[src/rtl/asu_pkg.sv]
package asu_pkg;

  // ************************************************
  // register map, byte addresses on the bus
  // ************************************************
  localparam logic [31:0] ADDR_CTL = 32'h0ffffa00;
  localparam logic [31:0] ADDR_STAT = 32'h0ffffa04;
  localparam logic [31:0] ADDR_RXB = 32'h0ffffa08;
  localparam logic [31:0] ADDR_TXB = 32'h0ffffa0c;

  // status field positions
  localparam int STAT_TSF = 7;
  localparam int STAT_PE = 2;
  localparam int STAT_FE = 1;
  localparam int STAT_OVE = 0;

  // reset values
  localparam logic [7:0] STAT_RST = 8'h00;
  localparam logic [7:0] RXB_RST = 8'hff;
  localparam logic [7:0] TXB_RST = 8'hff;
  localparam logic [8:0] CTL_RST = 9'h000;

  // bus answers
  localparam logic [1:0] RESP_OKAY = 2'h0;
  localparam logic [1:0] RESP_SLVERR = 2'h2;

  // ************************************************
  // timing: base clock cycles per serial bit
  // ************************************************
  localparam int CLK_NS = 20;
  localparam int BIT_NS = 320;
  localparam int CYC_PER_BIT = BIT_NS / CLK_NS;
  localparam logic [3:0] BIT_LAST = 4'(CYC_PER_BIT - 1);
  localparam logic [3:0] BIT_HALF = 4'(CYC_PER_BIT / 2 - 1);

  // control register layout, msb first: bit 8 down to bit 0
  typedef struct packed {
    logic brk;      // break-field reception mode
    logic pwr;      // unit_power_bit
    logic txe;      // transmit_enable_bit
    logic rxe;      // receive_enable_bit
    logic dir;      // 1 lsb first, 0 msb first
    logic [1:0] ps; // parity_select_high / parity_select_low
    logic cl;       // 1 eight-bit, 0 seven-bit characters
    logic sl;       // stop_length_bit
  } asu_ctl_t;

  typedef enum logic [1:0] {RX_IDLE, RX_START, RX_BITS} asu_rx_st_t;

  typedef struct packed {
    logic awvalid;
    logic [31:0] awaddr;
    logic wvalid;
    logic [31:0] wdata;
    logic [3:0] wstrb;
    logic bready;
    logic arvalid;
    logic [31:0] araddr;
    logic rready;
  } asu_axi_req_t;

  typedef struct packed {
    logic awready;
    logic wready;
    logic bvalid;
    logic [1:0] bresp;
    logic arready;
    logic rvalid;
    logic [31:0] rdata;
    logic [1:0] rresp;
  } asu_axi_rsp_t;

endpackage

[src/rtl/asu_serial.sv]
`timescale 1ns/1ps
`default_nettype none

// Overview of operation
// - error flags clear on writing 0, writing 1 keeps them; transfer flag read-only
// - status reads zero after reset and while power bit is 0
// - transfer flag sets on transmit write, clears on disable or idle end
// - transfer flag stays 1 across back-to-back characters
// - parity error sets on parity mismatch, as parity select demands
// - error flags clear when power or receive enable is 0, or on 0 write
// - framing error checks only the first stop bit
// - overrun sets when a character completes while buffer is unread
// - on overrun the new character is discarded, old one kept
// - shift register copies into receive buffer at each completed character, unless buffer is unread or break mode is on
// - seven-bit lsb-first data sits in bits 6..0, bit 7 zero
// - seven-bit msb-first data sits in bits 7..1, bit 0 zero
// - receive buffer read-only, all ones on reset and power off
// - transmit buffer read-write, all ones after reset
// - two interrupts, receive-complete and transmit-enable, on separate outputs
// - receive-complete fires on buffer load only while reception enabled
// - transmit-enable fires when buffer moves into transmit shifter
// - status: transfer bit 7, parity 2, framing 1, overrun 0, rest zero
// - zero-parity reception performs no parity check
// - break-field reception suppresses errors and buffer transfer
module asu_serial (
  input wire logic aclk,
  input wire logic aresetn,
  input wire asu_pkg::asu_axi_req_t axi_req,
  output asu_pkg::asu_axi_rsp_t axi_rsp,
  input wire logic rxd,
  output logic txd,
  output logic receive_complete_irq,
  output logic transmit_enable_irq
);
  import asu_pkg::*;

  // ************************************************
  // state
  // ************************************************
  typedef struct packed {
    asu_ctl_t ctl;
    logic tsf;
    logic pe;
    logic fe;
    logic ove;
    logic [7:0] rxb;
    logic rx_full;
    logic [7:0] txb;
    logic tx_pend;
    logic tx_busy;
    logic [11:0] tx_sh;
    logic [3:0] tx_left;
    logic [3:0] tx_tick;
    asu_rx_st_t rx_st;
    logic [3:0] rx_tick;
    logic [3:0] rx_n;
    logic [9:0] rx_sh;
    logic rxd_q;
    logic aw_ok;
    logic w_ok;
    logic [31:0] awaddr;
    logic [31:0] wdata;
    logic [3:0] wstrb;
    logic bvalid;
    logic [1:0] bresp;
    logic rvalid;
    logic [31:0] rdata;
    logic [1:0] rresp;
    logic irq_r;
    logic irq_t;
  } asu_state_t;

  asu_state_t s_reg;
  asu_state_t s_next;

  // bit order reversal
  function automatic logic [7:0] rev8(input logic [7:0] d);
    logic [7:0] r;
    r = '0;
    for (int i = 0; i < 8; i++) begin
      r[i] = d[7 - i];
    end
    return r;
  endfunction

  // ************************************************
  // bus handshakes
  // ************************************************
  logic aw_take;
  logic w_take;
  logic ar_take;
  logic wr_do;
  logic [7:0] stat_rd;

  // handshake outputs, combinational
  assign aw_take = axi_req.awvalid && !s_reg.aw_ok && !s_reg.bvalid;
  assign w_take = axi_req.wvalid && !s_reg.w_ok && !s_reg.bvalid;
  assign ar_take = axi_req.arvalid && !s_reg.rvalid;
  assign wr_do = s_reg.aw_ok && s_reg.w_ok && !s_reg.bvalid;
  assign stat_rd = {s_reg.tsf, 4'h0, s_reg.pe, s_reg.fe, s_reg.ove};

  assign axi_rsp.awready = !s_reg.aw_ok && !s_reg.bvalid;
  assign axi_rsp.wready = !s_reg.w_ok && !s_reg.bvalid;
  assign axi_rsp.bvalid = s_reg.bvalid;
  assign axi_rsp.bresp = s_reg.bresp;
  assign axi_rsp.arready = !s_reg.rvalid;
  assign axi_rsp.rvalid = s_reg.rvalid;
  assign axi_rsp.rdata = s_reg.rdata;
  assign axi_rsp.rresp = s_reg.rresp;
  assign txd = s_reg.tx_sh[0];
  assign receive_complete_irq = s_reg.irq_r;
  assign transmit_enable_irq = s_reg.irq_t;

  // ************************************************
  // next state
  // ************************************************
  always_comb begin
    logic [3:0] dlen;
    logic haspar;
    logic [7:0] src;
    logic [7:0] ord;
    logic [11:0] frm;
    logic [9:0] v;
    logic [7:0] dat;
    logic [3:0] need;
    logic parok;
    logic rx_clr;
    logic [2:0] err_set;
    dlen = s_reg.ctl.cl ? 4'h8 : 4'h7;
    haspar = s_reg.ctl.ps != 2'h0;
    src = '0;
    ord = '0;
    frm = '1;
    v = '0;
    dat = '0;
    need = dlen + {3'h0, haspar} + 4'h1;
    parok = 1'b1;
    rx_clr = 1'b0;
    err_set = '0;
    s_next = s_reg;
    s_next.irq_r = 1'b0;
    s_next.irq_t = 1'b0;
    s_next.rxd_q = rxd;

    // transmit shifter: one bit per CYC_PER_BIT cycles
    if (s_reg.tx_busy) begin
      s_next.tx_tick = s_reg.tx_tick + 4'h1;
      if (s_reg.tx_tick == BIT_LAST) begin
        s_next.tx_tick = '0;
        s_next.tx_sh = {1'b1, s_reg.tx_sh[11:1]};
        s_next.tx_left = s_reg.tx_left - 4'h1;
        if (s_reg.tx_left == 4'h1) begin
          s_next.tx_busy = 1'b0;
          if (!s_reg.tx_pend) begin
            s_next.tsf = 1'b0;
          end
        end
      end
    end else if (s_reg.tx_pend && s_reg.ctl.pwr && s_reg.ctl.txe) begin
      // buffer moves into shifter, frame built lsb out first
      src = s_reg.ctl.cl ? s_reg.txb : {s_reg.txb[6:0], 1'b0};
      ord = s_reg.ctl.dir ? s_reg.txb : rev8(src);
      frm[0] = 1'b0;
      for (int i = 0; i < 8; i++) begin
        if (4'(i) < dlen) begin
          frm[i + 1] = ord[i];
        end
      end
      if (haspar) begin
        frm[dlen + 4'h1] = s_reg.ctl.ps[1] &
          (s_reg.ctl.ps[0] ~^ (^(s_reg.txb & {s_reg.ctl.cl, 7'h7f})));
      end
      s_next.tx_sh = frm;
      s_next.tx_left = need + 4'h1 + {3'h0, s_reg.ctl.sl};
      s_next.tx_tick = '0;
      s_next.tx_busy = 1'b1;
      s_next.tx_pend = 1'b0;
      s_next.irq_t = 1'b1;
    end

    // receiver: start check at half bit, then one sample per bit
    unique case (s_reg.rx_st)
      RX_IDLE: begin
        if (s_reg.ctl.pwr && s_reg.ctl.rxe && s_reg.rxd_q && !rxd) begin
          s_next.rx_st = RX_START;
          s_next.rx_tick = '0;
        end
      end
      RX_START: begin
        s_next.rx_tick = s_reg.rx_tick + 4'h1;
        if (s_reg.rx_tick == BIT_HALF) begin
          s_next.rx_tick = '0;
          s_next.rx_n = '0;
          s_next.rx_st = rxd ? RX_IDLE : RX_BITS;
        end
      end
      RX_BITS: begin
        s_next.rx_tick = s_reg.rx_tick + 4'h1;
        if (s_reg.rx_tick == BIT_LAST) begin
          s_next.rx_tick = '0;
          v = s_reg.rx_sh;
          v[s_reg.rx_n] = rxd;
          s_next.rx_sh = v;
          s_next.rx_n = s_reg.rx_n + 4'h1;
          if (s_reg.rx_n == need - 4'h1) begin
            s_next.rx_st = RX_IDLE;
            // 7-bit: lsb first into 6..0, msb first into 7..1
            dat = s_reg.ctl.cl ? v[7:0] : {1'b0, v[6:0]};
            if (!s_reg.ctl.dir) begin
              dat = rev8(dat);
            end
            // odd: ps0=0, even: ps0=1; zero parity not checked
            parok = !s_reg.ctl.ps[1] ||
              ((^(dat) ^ v[dlen]) == !s_reg.ctl.ps[0]);
            if (!s_reg.ctl.brk) begin
              // error events kept apart so that they beat a 0 write
              err_set = {!parok, !v[dlen + {3'h0, haspar}], s_reg.rx_full};
              if (!s_reg.rx_full) begin
                s_next.rxb = dat;
                s_next.rx_full = 1'b1;
                s_next.irq_r = 1'b1;
              end
            end
          end
        end
      end
    endcase
    s_next.pe = s_reg.pe | err_set[2];
    s_next.fe = s_reg.fe | err_set[1];
    s_next.ove = s_reg.ove | err_set[0];

    // bus capture
    if (aw_take) begin
      s_next.aw_ok = 1'b1;
      s_next.awaddr = axi_req.awaddr;
    end
    if (w_take) begin
      s_next.w_ok = 1'b1;
      s_next.wdata = axi_req.wdata;
      s_next.wstrb = axi_req.wstrb;
    end
    if (s_reg.bvalid && axi_req.bready) begin
      s_next.bvalid = 1'b0;
    end

    // register write, once both halves are in
    if (wr_do) begin
      s_next.aw_ok = 1'b0;
      s_next.w_ok = 1'b0;
      s_next.bvalid = 1'b1;
      s_next.bresp = RESP_OKAY;
      unique case (s_reg.awaddr)
        ADDR_CTL: begin
          if (s_reg.wstrb[0]) begin
            s_next.ctl[7:0] = s_reg.wdata[7:0];
          end
          if (s_reg.wstrb[1]) begin
            s_next.ctl[8] = s_reg.wdata[8];
          end
        end
        ADDR_STAT: begin
          if (s_reg.wstrb[0]) begin
            // zero clears, one keeps; hardware set below wins
            s_next.pe = (s_reg.pe & s_reg.wdata[STAT_PE]) | err_set[2];
            s_next.fe = (s_reg.fe & s_reg.wdata[STAT_FE]) | err_set[1];
            s_next.ove = (s_reg.ove & s_reg.wdata[STAT_OVE]) | err_set[0];
          end
        end
        ADDR_RXB: begin
          s_next.bresp = RESP_OKAY; // read-only, write ignored
        end
        ADDR_TXB: begin
          if (s_reg.wstrb[0]) begin
            s_next.txb = s_reg.wdata[7:0];
            s_next.tx_pend = 1'b1;
            s_next.tsf = 1'b1;
          end
        end
        default: begin
          s_next.bresp = RESP_SLVERR;
        end
      endcase
    end

    // register read
    if (s_reg.rvalid && axi_req.rready) begin
      s_next.rvalid = 1'b0;
    end
    if (ar_take) begin
      s_next.rvalid = 1'b1;
      s_next.rresp = RESP_OKAY;
      unique case (axi_req.araddr)
        ADDR_CTL: s_next.rdata = {23'h0, s_reg.ctl};
        ADDR_STAT: s_next.rdata = {24'h0, stat_rd};
        ADDR_RXB: begin
          s_next.rdata = {24'h0, s_reg.rxb};
          s_next.rx_full = s_next.irq_r; // read frees buffer unless refilled now
        end
        ADDR_TXB: s_next.rdata = {24'h0, s_reg.txb};
        default: begin
          s_next.rdata = '0;
          s_next.rresp = RESP_SLVERR;
        end
      endcase
    end

    // enables act as resets
    if (!s_next.ctl.pwr || !s_next.ctl.txe) begin
      s_next.tsf = 1'b0;
      s_next.tx_busy = 1'b0;
      s_next.tx_pend = 1'b0;
      s_next.tx_sh = '1;
      s_next.irq_t = 1'b0;
    end
    rx_clr = !s_next.ctl.pwr || !s_next.ctl.rxe;
    if (rx_clr) begin
      s_next.pe = 1'b0;
      s_next.fe = 1'b0;
      s_next.ove = 1'b0;
      s_next.rx_st = RX_IDLE;
      s_next.irq_r = 1'b0;
    end
    if (!s_next.ctl.pwr) begin
      s_next.rxb = RXB_RST;
      s_next.rx_full = 1'b0;
    end
  end

  // ************************************************
  // state register
  // ************************************************
  always_ff @(posedge aclk) begin
    if (!aresetn) begin
      s_reg <= '0;
      s_reg.ctl <= CTL_RST;
      s_reg.rxb <= RXB_RST;
      s_reg.txb <= TXB_RST;
      s_reg.tx_sh <= '1;
      s_reg.rxd_q <= 1'b1;
    end else begin
      s_reg <= s_next;
    end
  end

  logic wr_tx;
  logic wr_stat;
  assign wr_tx = wr_do && s_reg.awaddr == ADDR_TXB && s_reg.wstrb[0];
  assign wr_stat = wr_do && s_reg.awaddr == ADDR_STAT && s_reg.wstrb[0];
endmodule

`default_nettype wire

[config.mk]
export PLATFORM = sky130hd
export DESIGN_NAME = asu_serial
export DESIGN_NICKNAME = d
export VERILOG_FILES = /design/src/rtl/asu_pkg.sv /design/src/rtl/asu_serial.sv
export SDC_FILE = /design/constraint.sdc
export NUM_CORES = 1
export LEC_CHECK = 0
export ABC_CLOCK_PERIOD_IN_PS = 2300
export BUFFER_PORTS_ARGS = -buffer_cell sky130_fd_sc_hd__buf_2
export CELL_PAD_IN_SITES_DETAIL_PLACEMENT = 1
export CELL_PAD_IN_SITES_GLOBAL_PLACEMENT = 2
export CORE_MARGIN = 3
export CORE_UTILIZATION = 29
export CTS_BUF_LIST = sky130_fd_sc_hd__clkbuf_2 sky130_fd_sc_hd__clkbuf_4 sky130_fd_sc_hd__clkbuf_8
export DETAILED_ROUTE_END_ITERATION = 10
export PLACE_DENSITY = 0.82
export SLEW_MARGIN = 0
export SYNTH_ARGS = -nofsm -noshare
export SYNTH_HDL_FRONTEND = slang
export SYNTH_SLANG_ARGS = --single-unit
export TNS_END_PERCENT = 20
[constraint.sdc]
create_clock -name aclk -period 2.3 [get_ports aclk]
set_clock_uncertainty 0.1 [all_clocks]
set_input_delay 0.46 -clock aclk [delete_from_list [all_inputs] [get_ports aclk]]
set_output_delay 0.46 -clock aclk [all_outputs]
set_load 0.005 [all_outputs]
==> key figures, run 1 <==
Synthesis
  • Most frequent cells after synthesis: nand2_1 (136), dfxtp_1 (133), nor2_1 (81)
  • Area leader, netlist: dfxtp_1
  • #FFs+latches synth: approximately 130
  • Syn_area_per_cell: approximately 8.4 um2
  • Top-count cell post-synth: nand2_1
  • Cell variety after synth: between 60 and 70
  • Synthesized instance count: 794
  • Synth Flop Type: dfxtp_1
  • Yosys warns: 0
  • Post-synth EDFFs: 0
  • Ranking of synthesized cells by area: dfxtp_1 (40%), nand2_1 (7.7%), mux2i_1 (5.7%)
  • Synth async-reset ratio: 0
  • Mapped cell area: between 6000 and 7000 um2
  • Post-synthesis sequential area ratio: 0.401
  • Area fraction of the dominant cell type after synthesis: 0.401

Timing
  • Setup TNS: -29.6 ps
  • Fmax: around 430 MHz
  • Final slew viol count: 0
  • Worst setup margin: -24.5 ps
  • Final setup viols: 4
  • Final worst path period share: 1.01
  • Measured slew at the worst slew-check pin: roughly 810 ps
  • RSZ-0062 raised after global routing: yes
  • Minimum clock period: ~2300 ps
  • Rel. slew slack: 0.455
  • Final hold viol count: 0

Worst setup path
  • Crit path kind: flip-flop to flip-flop
  • Worst path cell trace: nand4_1 > or4_4 > nor4_4 > buf_4 > nand3_4 > nor2_4 > o21ai_4 > or3_1
  • WP data required: around 2500 ps
  • Max incr delay on CP: 460 ps
  • Slowest-stage cell, CP: or4_4
  • Delay-heaviest family, CP: simple AND/OR/NAND/NOR gates
  • Worst Path Arrival: around 2600 ps
  • CP endpoint kind: flip-flop
  • Largest fanout on the critical path: 7
  • Worst Setup Start Kind: flip-flop
  • Worst path bufs/invs: 1

Cells and area
  • Share of layout cells above drive strength 1: 0.298
  • Max reg flops: 117
  • Syn-to-layout area delta: 25.5%
  • Filler cells: 2,679
  • Layout Nets: 1,053
  • Area of the multi-input gates: approximately 3700 um2
  • Register Area: approximately 2700 um2

Route
  • Vias per cell: 4.88
  • ANT nets after route: 0
  • Wirelength, routed: 18.6 mm
  • 1st-iter DRT viols: 261
  • DR vias: about 6,000
  • Drt first pass iters: 4
  • Routed wire length per instance: between 15 and 20 um
  • Drc violations: 0

Clock tree
  • Worst-path clk slew: about 70 ps
  • Clk sinks: about 130
  • Post-CTS Hold Fix Bufs: 0
  • Htree depth: 4
  • Worst-Skew Late Latency: 440 ps
  • CTS buffer count: 17
  • Clock root buffer: clkbuf_8
  • CTS tree: done
  • CTS Buffer Depth: 2

GRT
  • Gr usage total: 0.150
  • Pin count of the biggest net entering global routing: between 40 and 50
  • GR Overflow Total: 0
  • Vias in the first global route: 5,975
  • First-pass GRT wire length: a little under 30 mm
  • Initial antenna violation count: 5

Floorplanning
  • Die width: between 150 and 200 um
  • I/O pins: 152
  • Rows: 54
  • Die Y: about 160 um
  • Initial cell density of the core: 0.299
  • Die area: about 25,000 um2
  • Core area: around 22,000 um2

Run
  • Max_cap viols: 0

Power and ir drop
  • Leak pwr: 0.00339 uW
  • Worst VDD drop: ~290 uV
  • Tot Pwr: 4730 uW
  • Power Density: around 570 nW/um2

Place
  • Final estimated routing congestion in global placement: 0.753
  • Dpl hpwl: ~14 mm
  • Port Buffers: between 100 and 150

Outcome
  • Status: finished, violations left
  • Failing checks: negative setup slack

Hold path
  • Worst min-delay path class: primary input to flip-flop
## stage by stage
stage	hold WS, ps	setup WS (ps)	cell area (um2)	utilization	instances
4_1_cts	121	-1.44	8180	0.369	1214
3_3_place_gp	341	-66.0	7620	0.344	1179
6_report	146	-24.5	8330	0.376	1221
3_5_place_dp	347	-113	7620	0.344	1179
5_1_grt	132	-130	8320	0.376	1220
2_1_floorplan	315	1.04	6750	-	818
## routing by layer
layer / vias up / GRT usage / routed length (um)
met5: - / 0 / 61
met4: 10 / 0.0479 / 299
met3: 31 / 0.0448 / 1290
met2: 147 / 0.247 / 8530
met1: 2813 / 0.190 / 8470
li1: 2960 / - / -
## repair_timing
| action | CTS | global route |
|---|---|---|
| gates resized for setup | 40 | 32 |
| buffers inserted | 6 | 6 |
| pin swaps | 13 | 14 |
| cloned | 1 | 1 |
| setup endpoints to repair | 24 | 47 |
## worst register-to-register path, cell delays in order (launching register included)
cell and delay, ps:
dfxtp_2 330, nand4_1 110, or4_4 460, nor4_4 290, buf_4 170, nand3_4 130, nor2_4 160, o21ai_4 110
or3_1 360
## where the power goes
| part | internal (uW) | switching (uW) | total, uW |
|---|---|---|---|
| registers | 2360 | 39.1 | 2400 |
| logic | 139 | 188 | 327 |
| clock network | 1090 | 920 | 2010 |
## worst paths after layout
kind | cells past startpoint | end | slack [ps] | from
worst max-delay path | 8 | s_reg[150] | -20 | s_reg[100]
worst min-delay path | 3 | s_reg[102] | 150 | axi_req[98]
worst max register to register | 8 | s_reg[150] | -20 | s_reg[100]
worst min register to register | 2 | s_reg[91] | 360 | s_reg[91]
## cells by family after synthesis
group	after synthesis	share of synthesized area
AOI/OAI and AO/OA	157	0.141
DFF	133	0.401
other	1	0.000565
buffers and inverters	103	0.0845
muxes	51	0.0887
xor gates and xnor gates	19	0.0292
adders and majority gates	16	0.0302
and+or+nand+nor	314	0.224
## layout by cell type, fill, tap and decap left out, types with 8 or more instances in the layout
| cell | count |
|---|---|
| nand2_1 | 136 |
| dfxtp_1 | 123 |
| buf_2 | 101 |
| nor2_1 | 78 |
| a21oi_1 | 68 |
| buf_4 | 66 |
| mux2i_1 | 34 |
| conb_1 | 25 |
| o21ai_0 | 24 |
| nand3_1 | 18 |
| clkbuf_8 | 18 |
| a22oi_1 | 14 |
| inv_1 | 12 |
| xnor2_1 | 12 |
| nand4_1 | 11 |
| ha_1 | 11 |
| nand3b_1 | 10 |
| a211oi_1 | 9 |
| dfxtp_2 | 8 |
## layout make-up
class	instances	area share
multi-input cells	582	0.443
flip-flops and latches	133	0.322
repair buffers	177	0.137
well taps	280	0.0421
clock buffers	19	0.0307
clock inverters	11	0.0162
inverters	18	0.00841
diodes	1	0.000301
Note: power is estimated with default switching activity, not from simulation.
==> run 2: changes to the inputs <==
--- a/config.mk
+++ b/config.mk
@@ -13,7 +13,7 @@
 export CORE_UTILIZATION = 29
 export CTS_BUF_LIST = sky130_fd_sc_hd__clkbuf_2 sky130_fd_sc_hd__clkbuf_4 sky130_fd_sc_hd__clkbuf_8
 export DETAILED_ROUTE_END_ITERATION = 10
-export PLACE_DENSITY = 0.82
+export PLACE_DENSITY_LB_ADDON = 0.1
 export SLEW_MARGIN = 0
 export SYNTH_ARGS = -nofsm -noshare
 export SYNTH_HDL_FRONTEND = slang
==> key figures, run 2 (same netlist as run 1, synthesis figures left out) <==
Clock tree
  • Worst-Skew Late Latency: 430 ps (about the same)
  • Clk sinks: 133 (unchanged)
  • Htree depth: 4 (unchanged)
  • CTS buffer count: 17 (unchanged)
  • Clock root buffer: clkbuf_8
  • Worst-path clk slew: 80 ps (about the same)
  • CTS Buffer Depth: 2 (unchanged)
  • CTS tree: done
  • Post-CTS Hold Fix Bufs: 0 (unchanged)

Timing
  • Final setup viols: 1 (-3)
  • Rel. slew slack: 0.415 (-0.0402)
  • Final slew viol count: 0 (unchanged)
  • Worst setup margin: -12.5 ps (+12.0 ps)
  • Setup TNS: -12.5 ps (+17.1 ps)
  • Measured slew at the worst slew-check pin: 874 ps (+60.1 ps)
  • Final worst path period share: 1.01 (-0.00520)
  • Minimum clock period: 2310 ps (-12.0 ps)
  • Fmax: 432 MHz (+0.52%)
  • RSZ-0062 raised after global routing: yes
  • Hold Slack: 158 ps (+11.9 ps)
  • Final hold viol count: 0 (unchanged)

Worst setup path
  • Crit path kind: flip-flop to flip-flop
  • Worst Setup Start Kind: flip-flop
  • Worst Path Arrival: 2520 ps (-30 ps)
  • Largest fanout on the critical path: 3 (-4)
  • WP data required: 2510 ps (-20 ps)
  • Cells on worst reg2reg path: 9 (+1)
  • Reg-to-reg slack, setup: -10 ps (about the same)
  • CP endpoint kind: flip-flop

GRT
  • Met2 Usage GRT: 0.280 (+0.0337)
  • GRT met3 Usage: 0.0374 (-0.00742)
  • First-pass GRT wire length: 31.9 mm (+6.8%)
  • GRT busiest layer: met2
  • Pin count of the biggest net entering global routing: 49 (+4.3%)
  • Initial antenna violation count: 1 (-4)
  • Gr usage total: 0.162 (+0.0122)
  • GR Overflow Total: 0 (unchanged)
  • GR met1 Demand/Resource: 0.206 (+0.0168)
  • Vias in the first global route: 6,222 (+4.1%)

Route
  • Drc violations: 0 (unchanged)
  • DR vias: 5,957 (-0.067%)
  • Vias per cell: 4.89 (about the same)
  • Drt first pass iters: 5 (+1)
  • 1st-iter DRT viols: 208 (-20%)
  • Routed wire length per instance: 16.3 um (+6.8%)
  • Wirelength, routed: 19.9 mm (+6.7%)
  • ANT nets after route: 0 (unchanged)

Cells and area
  • Syn-to-layout area delta: 26.4%
  • Share of layout cells above drive strength 1: 0.297 (-0.000748)
  • Filler cells: 2,671 (-0.30%)
  • Commonest non-fill, non-tap cell in the layout: nand2_1
  • Layout Nets: 1,051 (-0.19%)
  • Ant diodes: 0 (-1)
  • Most frequent cells in the layout: nand2_1 (135), dfxtp_1 (122), buf_2 (102)
  • Max reg flops: 117 (unchanged)
  • Register Area: 2680 um2 (about the same)
  • Area of the multi-input gates: 3770 um2 (+2.1%)

Place
  • Final estimated routing congestion in global placement: 0.788 (+4.7%)
  • Pre-CTS WS: -144 ps (-30.5 ps)
  • Dpl hpwl: 14.8 mm (+8.7%)
  • Port Buffers: 101 (unchanged)

Power and ir drop
  • Power Density: 574 nW/um2 (+0.97%)
  • Leak pwr: 0.00341 uW (+0.76%)
  • Worst VDD drop: 311 uV (+8.4%)

Floorplanning
  • Die area: 24,700 um2 (unchanged)
  • I/O pins: 152 (unchanged)
  • Die width: 157 um (unchanged)
  • Rows: 54 (unchanged)
  • Die Y: 157 um (unchanged)
  • Core area: 22,200 um2 (unchanged)
  • Initial cell density of the core: 0.299 (unchanged)

Outcome
  • Status: finished, violations left
  • Failing checks: negative setup slack

Hold path
  • Worst min-delay path class: primary input to flip-flop
  • Hold depth: 3 (unchanged)

Run
  • Max_cap viols: 0 (unchanged)
run 2: cell count changes in the layout (fill, tap and decap cells not counted), sizes merged:
cell	previous run	this run
clkbuf	19	22
buf	177	175
clkinvlp	2	0
diode	1	0
run 2: area by class of cell:
class,count,share of cell area
multi-input combinational,582,0.450
timing repair buffer,175,0.131
sequential,133,0.320
tap,280,0.0418
clock inverter,9,0.0152
inverter,18,0.00836
clock buffer,22,0.0339
run 2: critical path, cell delays in order, from the launching register on:
cell and delay, ps:
dfxtp_2 330, inv_2 90, ha_4 130, or3b_4 400, mux2i_4 210, xnor2_2 160, xnor2_1 190, xnor3_1 420
nand3_1 90, a21oi_1 60
run 2: path summary, 6_finish.rpt:
kind               startpoint         end
setup reg to reg   s_reg[122]  s_reg[172]
hold / removal    axi_req[85]   s_reg[89]
setup / recovery   s_reg[122]  s_reg[172]
hold reg to reg     s_reg[95]   s_reg[95]
run 2: what timing repair did:
action	4_1_cts	5_1_grt
gates cloned	1	1
endpoints found under the setup margin	28	38
buffers inserted	4	3
gates resized for setup	27	53
hold endpoints to repair	0	0
pin swaps	11	24
run 2: stage by stage:
step | utilization | std cells | power [uW] | instance area [um2]
finish | 0.378 | 1219 | 4810 | 8380
floorplan | - | 818 | 2660 | 6750
global placement | 0.343 | 1179 | 2770 | 7600
CTS | 0.368 | 1215 | 4890 | 8150
detailed placement | 0.343 | 1179 | 2780 | 7600
global route | 0.378 | 1219 | 5030 | 8380
run 2: report_power, final:
part	internal, uW	total [uW]	switching, uW
logic	137	330	193
clock network	1160	2080	922
registers	2360	2400	40.6
run 2: metal layers:
| layer | vias to the layer above | routed length [um] | share of wire |
|---|---|---|---|
| met5 | - | 20 | 0.0010 |
| met4 | 2 | 210 | 0.011 |
| met3 | 17 | 916 | 0.046 |
| met2 | 139 | 9670 | 0.49 |
| met1 | 2845 | 9070 | 0.46 |
| li1 | 2954 | - | - |
==> run 3: changes to the inputs <==
==> constraint.sdc (replaced) <==
create_clock -name aclk -period 2.3 [get_ports aclk]
set_clock_uncertainty 0.1 [all_clocks]
set_input_delay 0.115 -clock aclk [delete_from_list [all_inputs] [get_ports aclk]]
set_output_delay 0.115 -clock aclk [all_outputs]
set_load 0.005 [all_outputs]
==> key figures, run 3 (same netlist as run 1, synthesis figures left out) <==
Outcome
  • Status: finished, violations left
  • Failing checks: negative setup slack

Cells and area
  • Filler cells: 2,656 (-0.56%)
  • Layout Nets: 1,094 (+4.1%)
  • Commonest non-fill, non-tap cell in the layout: nand2_1
  • Area of the multi-input gates: 3700 um2 (-1.9%)
  • Max reg flops: 117 (unchanged)
  • Syn-to-layout area delta: 32.2%
  • Most frequent cells in the layout: nand2_1 (135), dfxtp_1 (123), buf_2 (101)
  • Ant diodes: 0 (unchanged)
  • Share of layout cells above drive strength 1: 0.270 (-0.0275)
  • Register Area: 2680 um2 (about the same)

GRT
  • Vias in the first global route: 6,302 (+1.3%)
  • First-pass GRT wire length: 31.7 mm (-0.54%)
  • GR Overflow Total: 0 (unchanged)
  • Initial antenna violation count: 0 (-1)
  • Pin count of the biggest net entering global routing: 49 (unchanged)
  • Gr usage total: 0.161 (-0.00171)

Place
  • Final estimated routing congestion in global placement: 0.784 (-0.58%)
  • Pre-CTS WS: -110 ps (+33.5 ps)
  • Dpl hpwl: 14.5 mm (-1.9%)
  • Port Buffers: 101 (unchanged)

Power and ir drop
  • Sequential share of power: 0.486 (-0.013)
  • Gate power share: 0.080 (+0.011)
  • Worst VDD drop: 303 uV (-2.4%)
  • Int Power: 3650 uW (-0.22%)
  • Power Density: 563 nW/um2 (-2.0%)
  • NetSw: 1290 uW (+11%)
  • Clock Power Share: 0.434 (+0.002)
  • Switching Share: 0.261 (+0.0206)
  • Leak pwr: 0.00357 uW (+4.6%)

Route
  • Highest Signal Layer: met4
  • ANT nets after route: 0 (unchanged)
  • Metal-1 WL: 9.13 mm (+0.65%)
  • DR vias: 6,082 (+2.1%)
  • Routed met3 length: 854 um (-6.8%)
  • Vias per cell: 4.82 (-1.5%)
  • Routed wire length per instance: 15.8 um (-3.2%)
  • Metal2 WL: 9.73 mm (+0.62%)
  • 1st-iter DRT viols: 205 (-1.4%)
  • Wirelength, routed: 20.0 mm (+0.31%)
  • Drt first pass iters: 6 (+1)
  • Drc violations: 0 (unchanged)

Worst setup path
  • Cells on worst reg2reg path: 10 (+1)
  • Crit path kind: flip-flop to flip-flop
  • Slowest-stage cell, CP: xnor3_1
  • WP data required: 2530 ps (+20 ps)
  • CP endpoint kind: flip-flop
  • Worst path cell trace: buf_6 > ha_4 > nor3b_4 > buf_6 > mux2i_4 > xor2_2 > xnor2_1 > xnor3_1 > nand3_1 > a21oi_1
  • Worst r2r src: s_reg[122]
  • Reg-to-reg slack, setup: -0.4 ps (about the same)
  • Largest fanout on the critical path: 3 (unchanged)
  • Worst path most repeated cell: buf_6
  • Worst Setup Start Kind: flip-flop
  • Max incr delay on CP: 400 ps (-20 ps)
  • Cell count along the critical path: 10 (+1)
  • Worst Path Arrival: 2530 ps (about the same)
  • Delay-heaviest family, CP: XOR/XNOR gates
  • Reg-to-Reg End: s_reg[172]
  • Worst path bufs/invs: 2 (+1)

Clock tree
  • Clock root buffer: clkbuf_8
  • Worst-path clk slew: 80 ps (about the same)
  • CTS Buffer Depth: 2 (unchanged)
  • CTS buffer count: 17 (unchanged)
  • Worst-Skew Late Latency: 450 ps (+20 ps)
  • Clk sinks: 133 (unchanged)
  • CTS tree: done
  • Htree depth: 4 (unchanged)

Hold path
  • HP Start: rxd
  • Hold EP: s_reg[110]
  • Hold depth: 2 (-1)
  • Worst min-delay path class: primary input to flip-flop

Timing
  • Final slew viol count: 0 (unchanged)
  • Rel. slew slack: 0.419 (+0.00438)
  • Final hold viol count: 0 (unchanged)
  • Final setup viols: 1 (unchanged)
  • Fmax: 435 MHz (+0.52%)
  • Final worst path period share: 1.00 (-0.00524)
  • Setup TNS: -0.428 ps (+12.1 ps)
  • Minimum clock period: 2300 ps (-12.1 ps)
  • RSZ-0062 raised after global routing: yes
  • Worst setup margin: -0.428 ps (+12.1 ps)
  • Measured slew at the worst slew-check pin: 868 ps (-6.54 ps)

Floorplanning
  • Die Y: 157 um (unchanged)
  • I/O pins: 152 (unchanged)
  • Rows: 54 (unchanged)
  • Die area: 24,700 um2 (unchanged)
  • Core area: 22,200 um2 (unchanged)
  • Initial cell density of the core: 0.299 (unchanged)
  • Die width: 157 um (unchanged)

Run
  • Max_cap viols: 0 (unchanged)
==> run 3: cell count changes in the layout (fill, tap and decap cells not counted), sizes merged <==
cell / delta
dlygate4sd3: +48
buf: -6
clkbuf: -5
inv: +5
clkinvlp: +3
clkinv: -2
nor2: +1
==> run 3: metrics by stage <==
step | util | hold slack [ps] | cell area, um2 | power [uW] | instances
floorplan | - | 151 | 6750 | 2660 | 818
global placement | 0.342 | 256 | 7580 | 2760 | 1176
detailed placement | 0.342 | 266 | 7580 | 2780 | 1176
CTS | 0.387 | 8.57 | 8570 | 5020 | 1258
global route | 0.396 | 76.3 | 8770 | 5160 | 1263
finish | 0.396 | 71.3 | 8770 | 4930 | 1263
==> run 3: power by group through the flow <==
stage	registers [uW]	logic, uW	clock network, uW
after floorplan	2440	223	0
after global placement	2450	315	0
after detailed placement	2450	324	0
after CTS	2400	389	2230
after global routing	2410	440	2310
final	2400	393	2140
==> run 3: metal layers <==
metal  global-route usage  vias to the layer above
met4               0.0393                        0
li1                     -                     3034
met3               0.0313                       19
met5                    0                        -
met1                0.199                     2882
met2                0.287                      147
==> run 3: timing repair <==
| item | CTS | global route |
|---|---|---|
| gates cloned | 0 | 1 |
| pin swaps | 6 | 17 |
| resized for setup | 17 | 41 |
| setup buffers | 2 | 4 |
| setup endpoints to repair | 28 | 40 |
| hold endpoints to repair | 56 | 0 |
| hold buffers | 48 | 0 |
==> run 3: worst max path at each step <==
stage / from / endpoint / slack (ps)
final: s_reg[122] / s_reg[172] / -0.4
after global routing: s_reg[121] / s_reg[172] / -130
after CTS: s_reg[122] / s_reg[172] / -20
after detailed placement: s_reg[121] / s_reg[172] / -110
after global placement: s_reg[121] / s_reg[172] / -90
after floorplan: s_reg[175] / s_reg[169] / 1
==> run 3: layout make-up <==
| type | count | area share |
|---|---|---|
| tap | 280 | 0.0399 |
| timing repair buffer | 217 | 0.176 |
| inverter | 18 | 0.00799 |
| clock buffer | 17 | 0.0267 |
| clock inverter | 15 | 0.0221 |
| multi-input combinational | 583 | 0.422 |
| sequential | 133 | 0.305 |
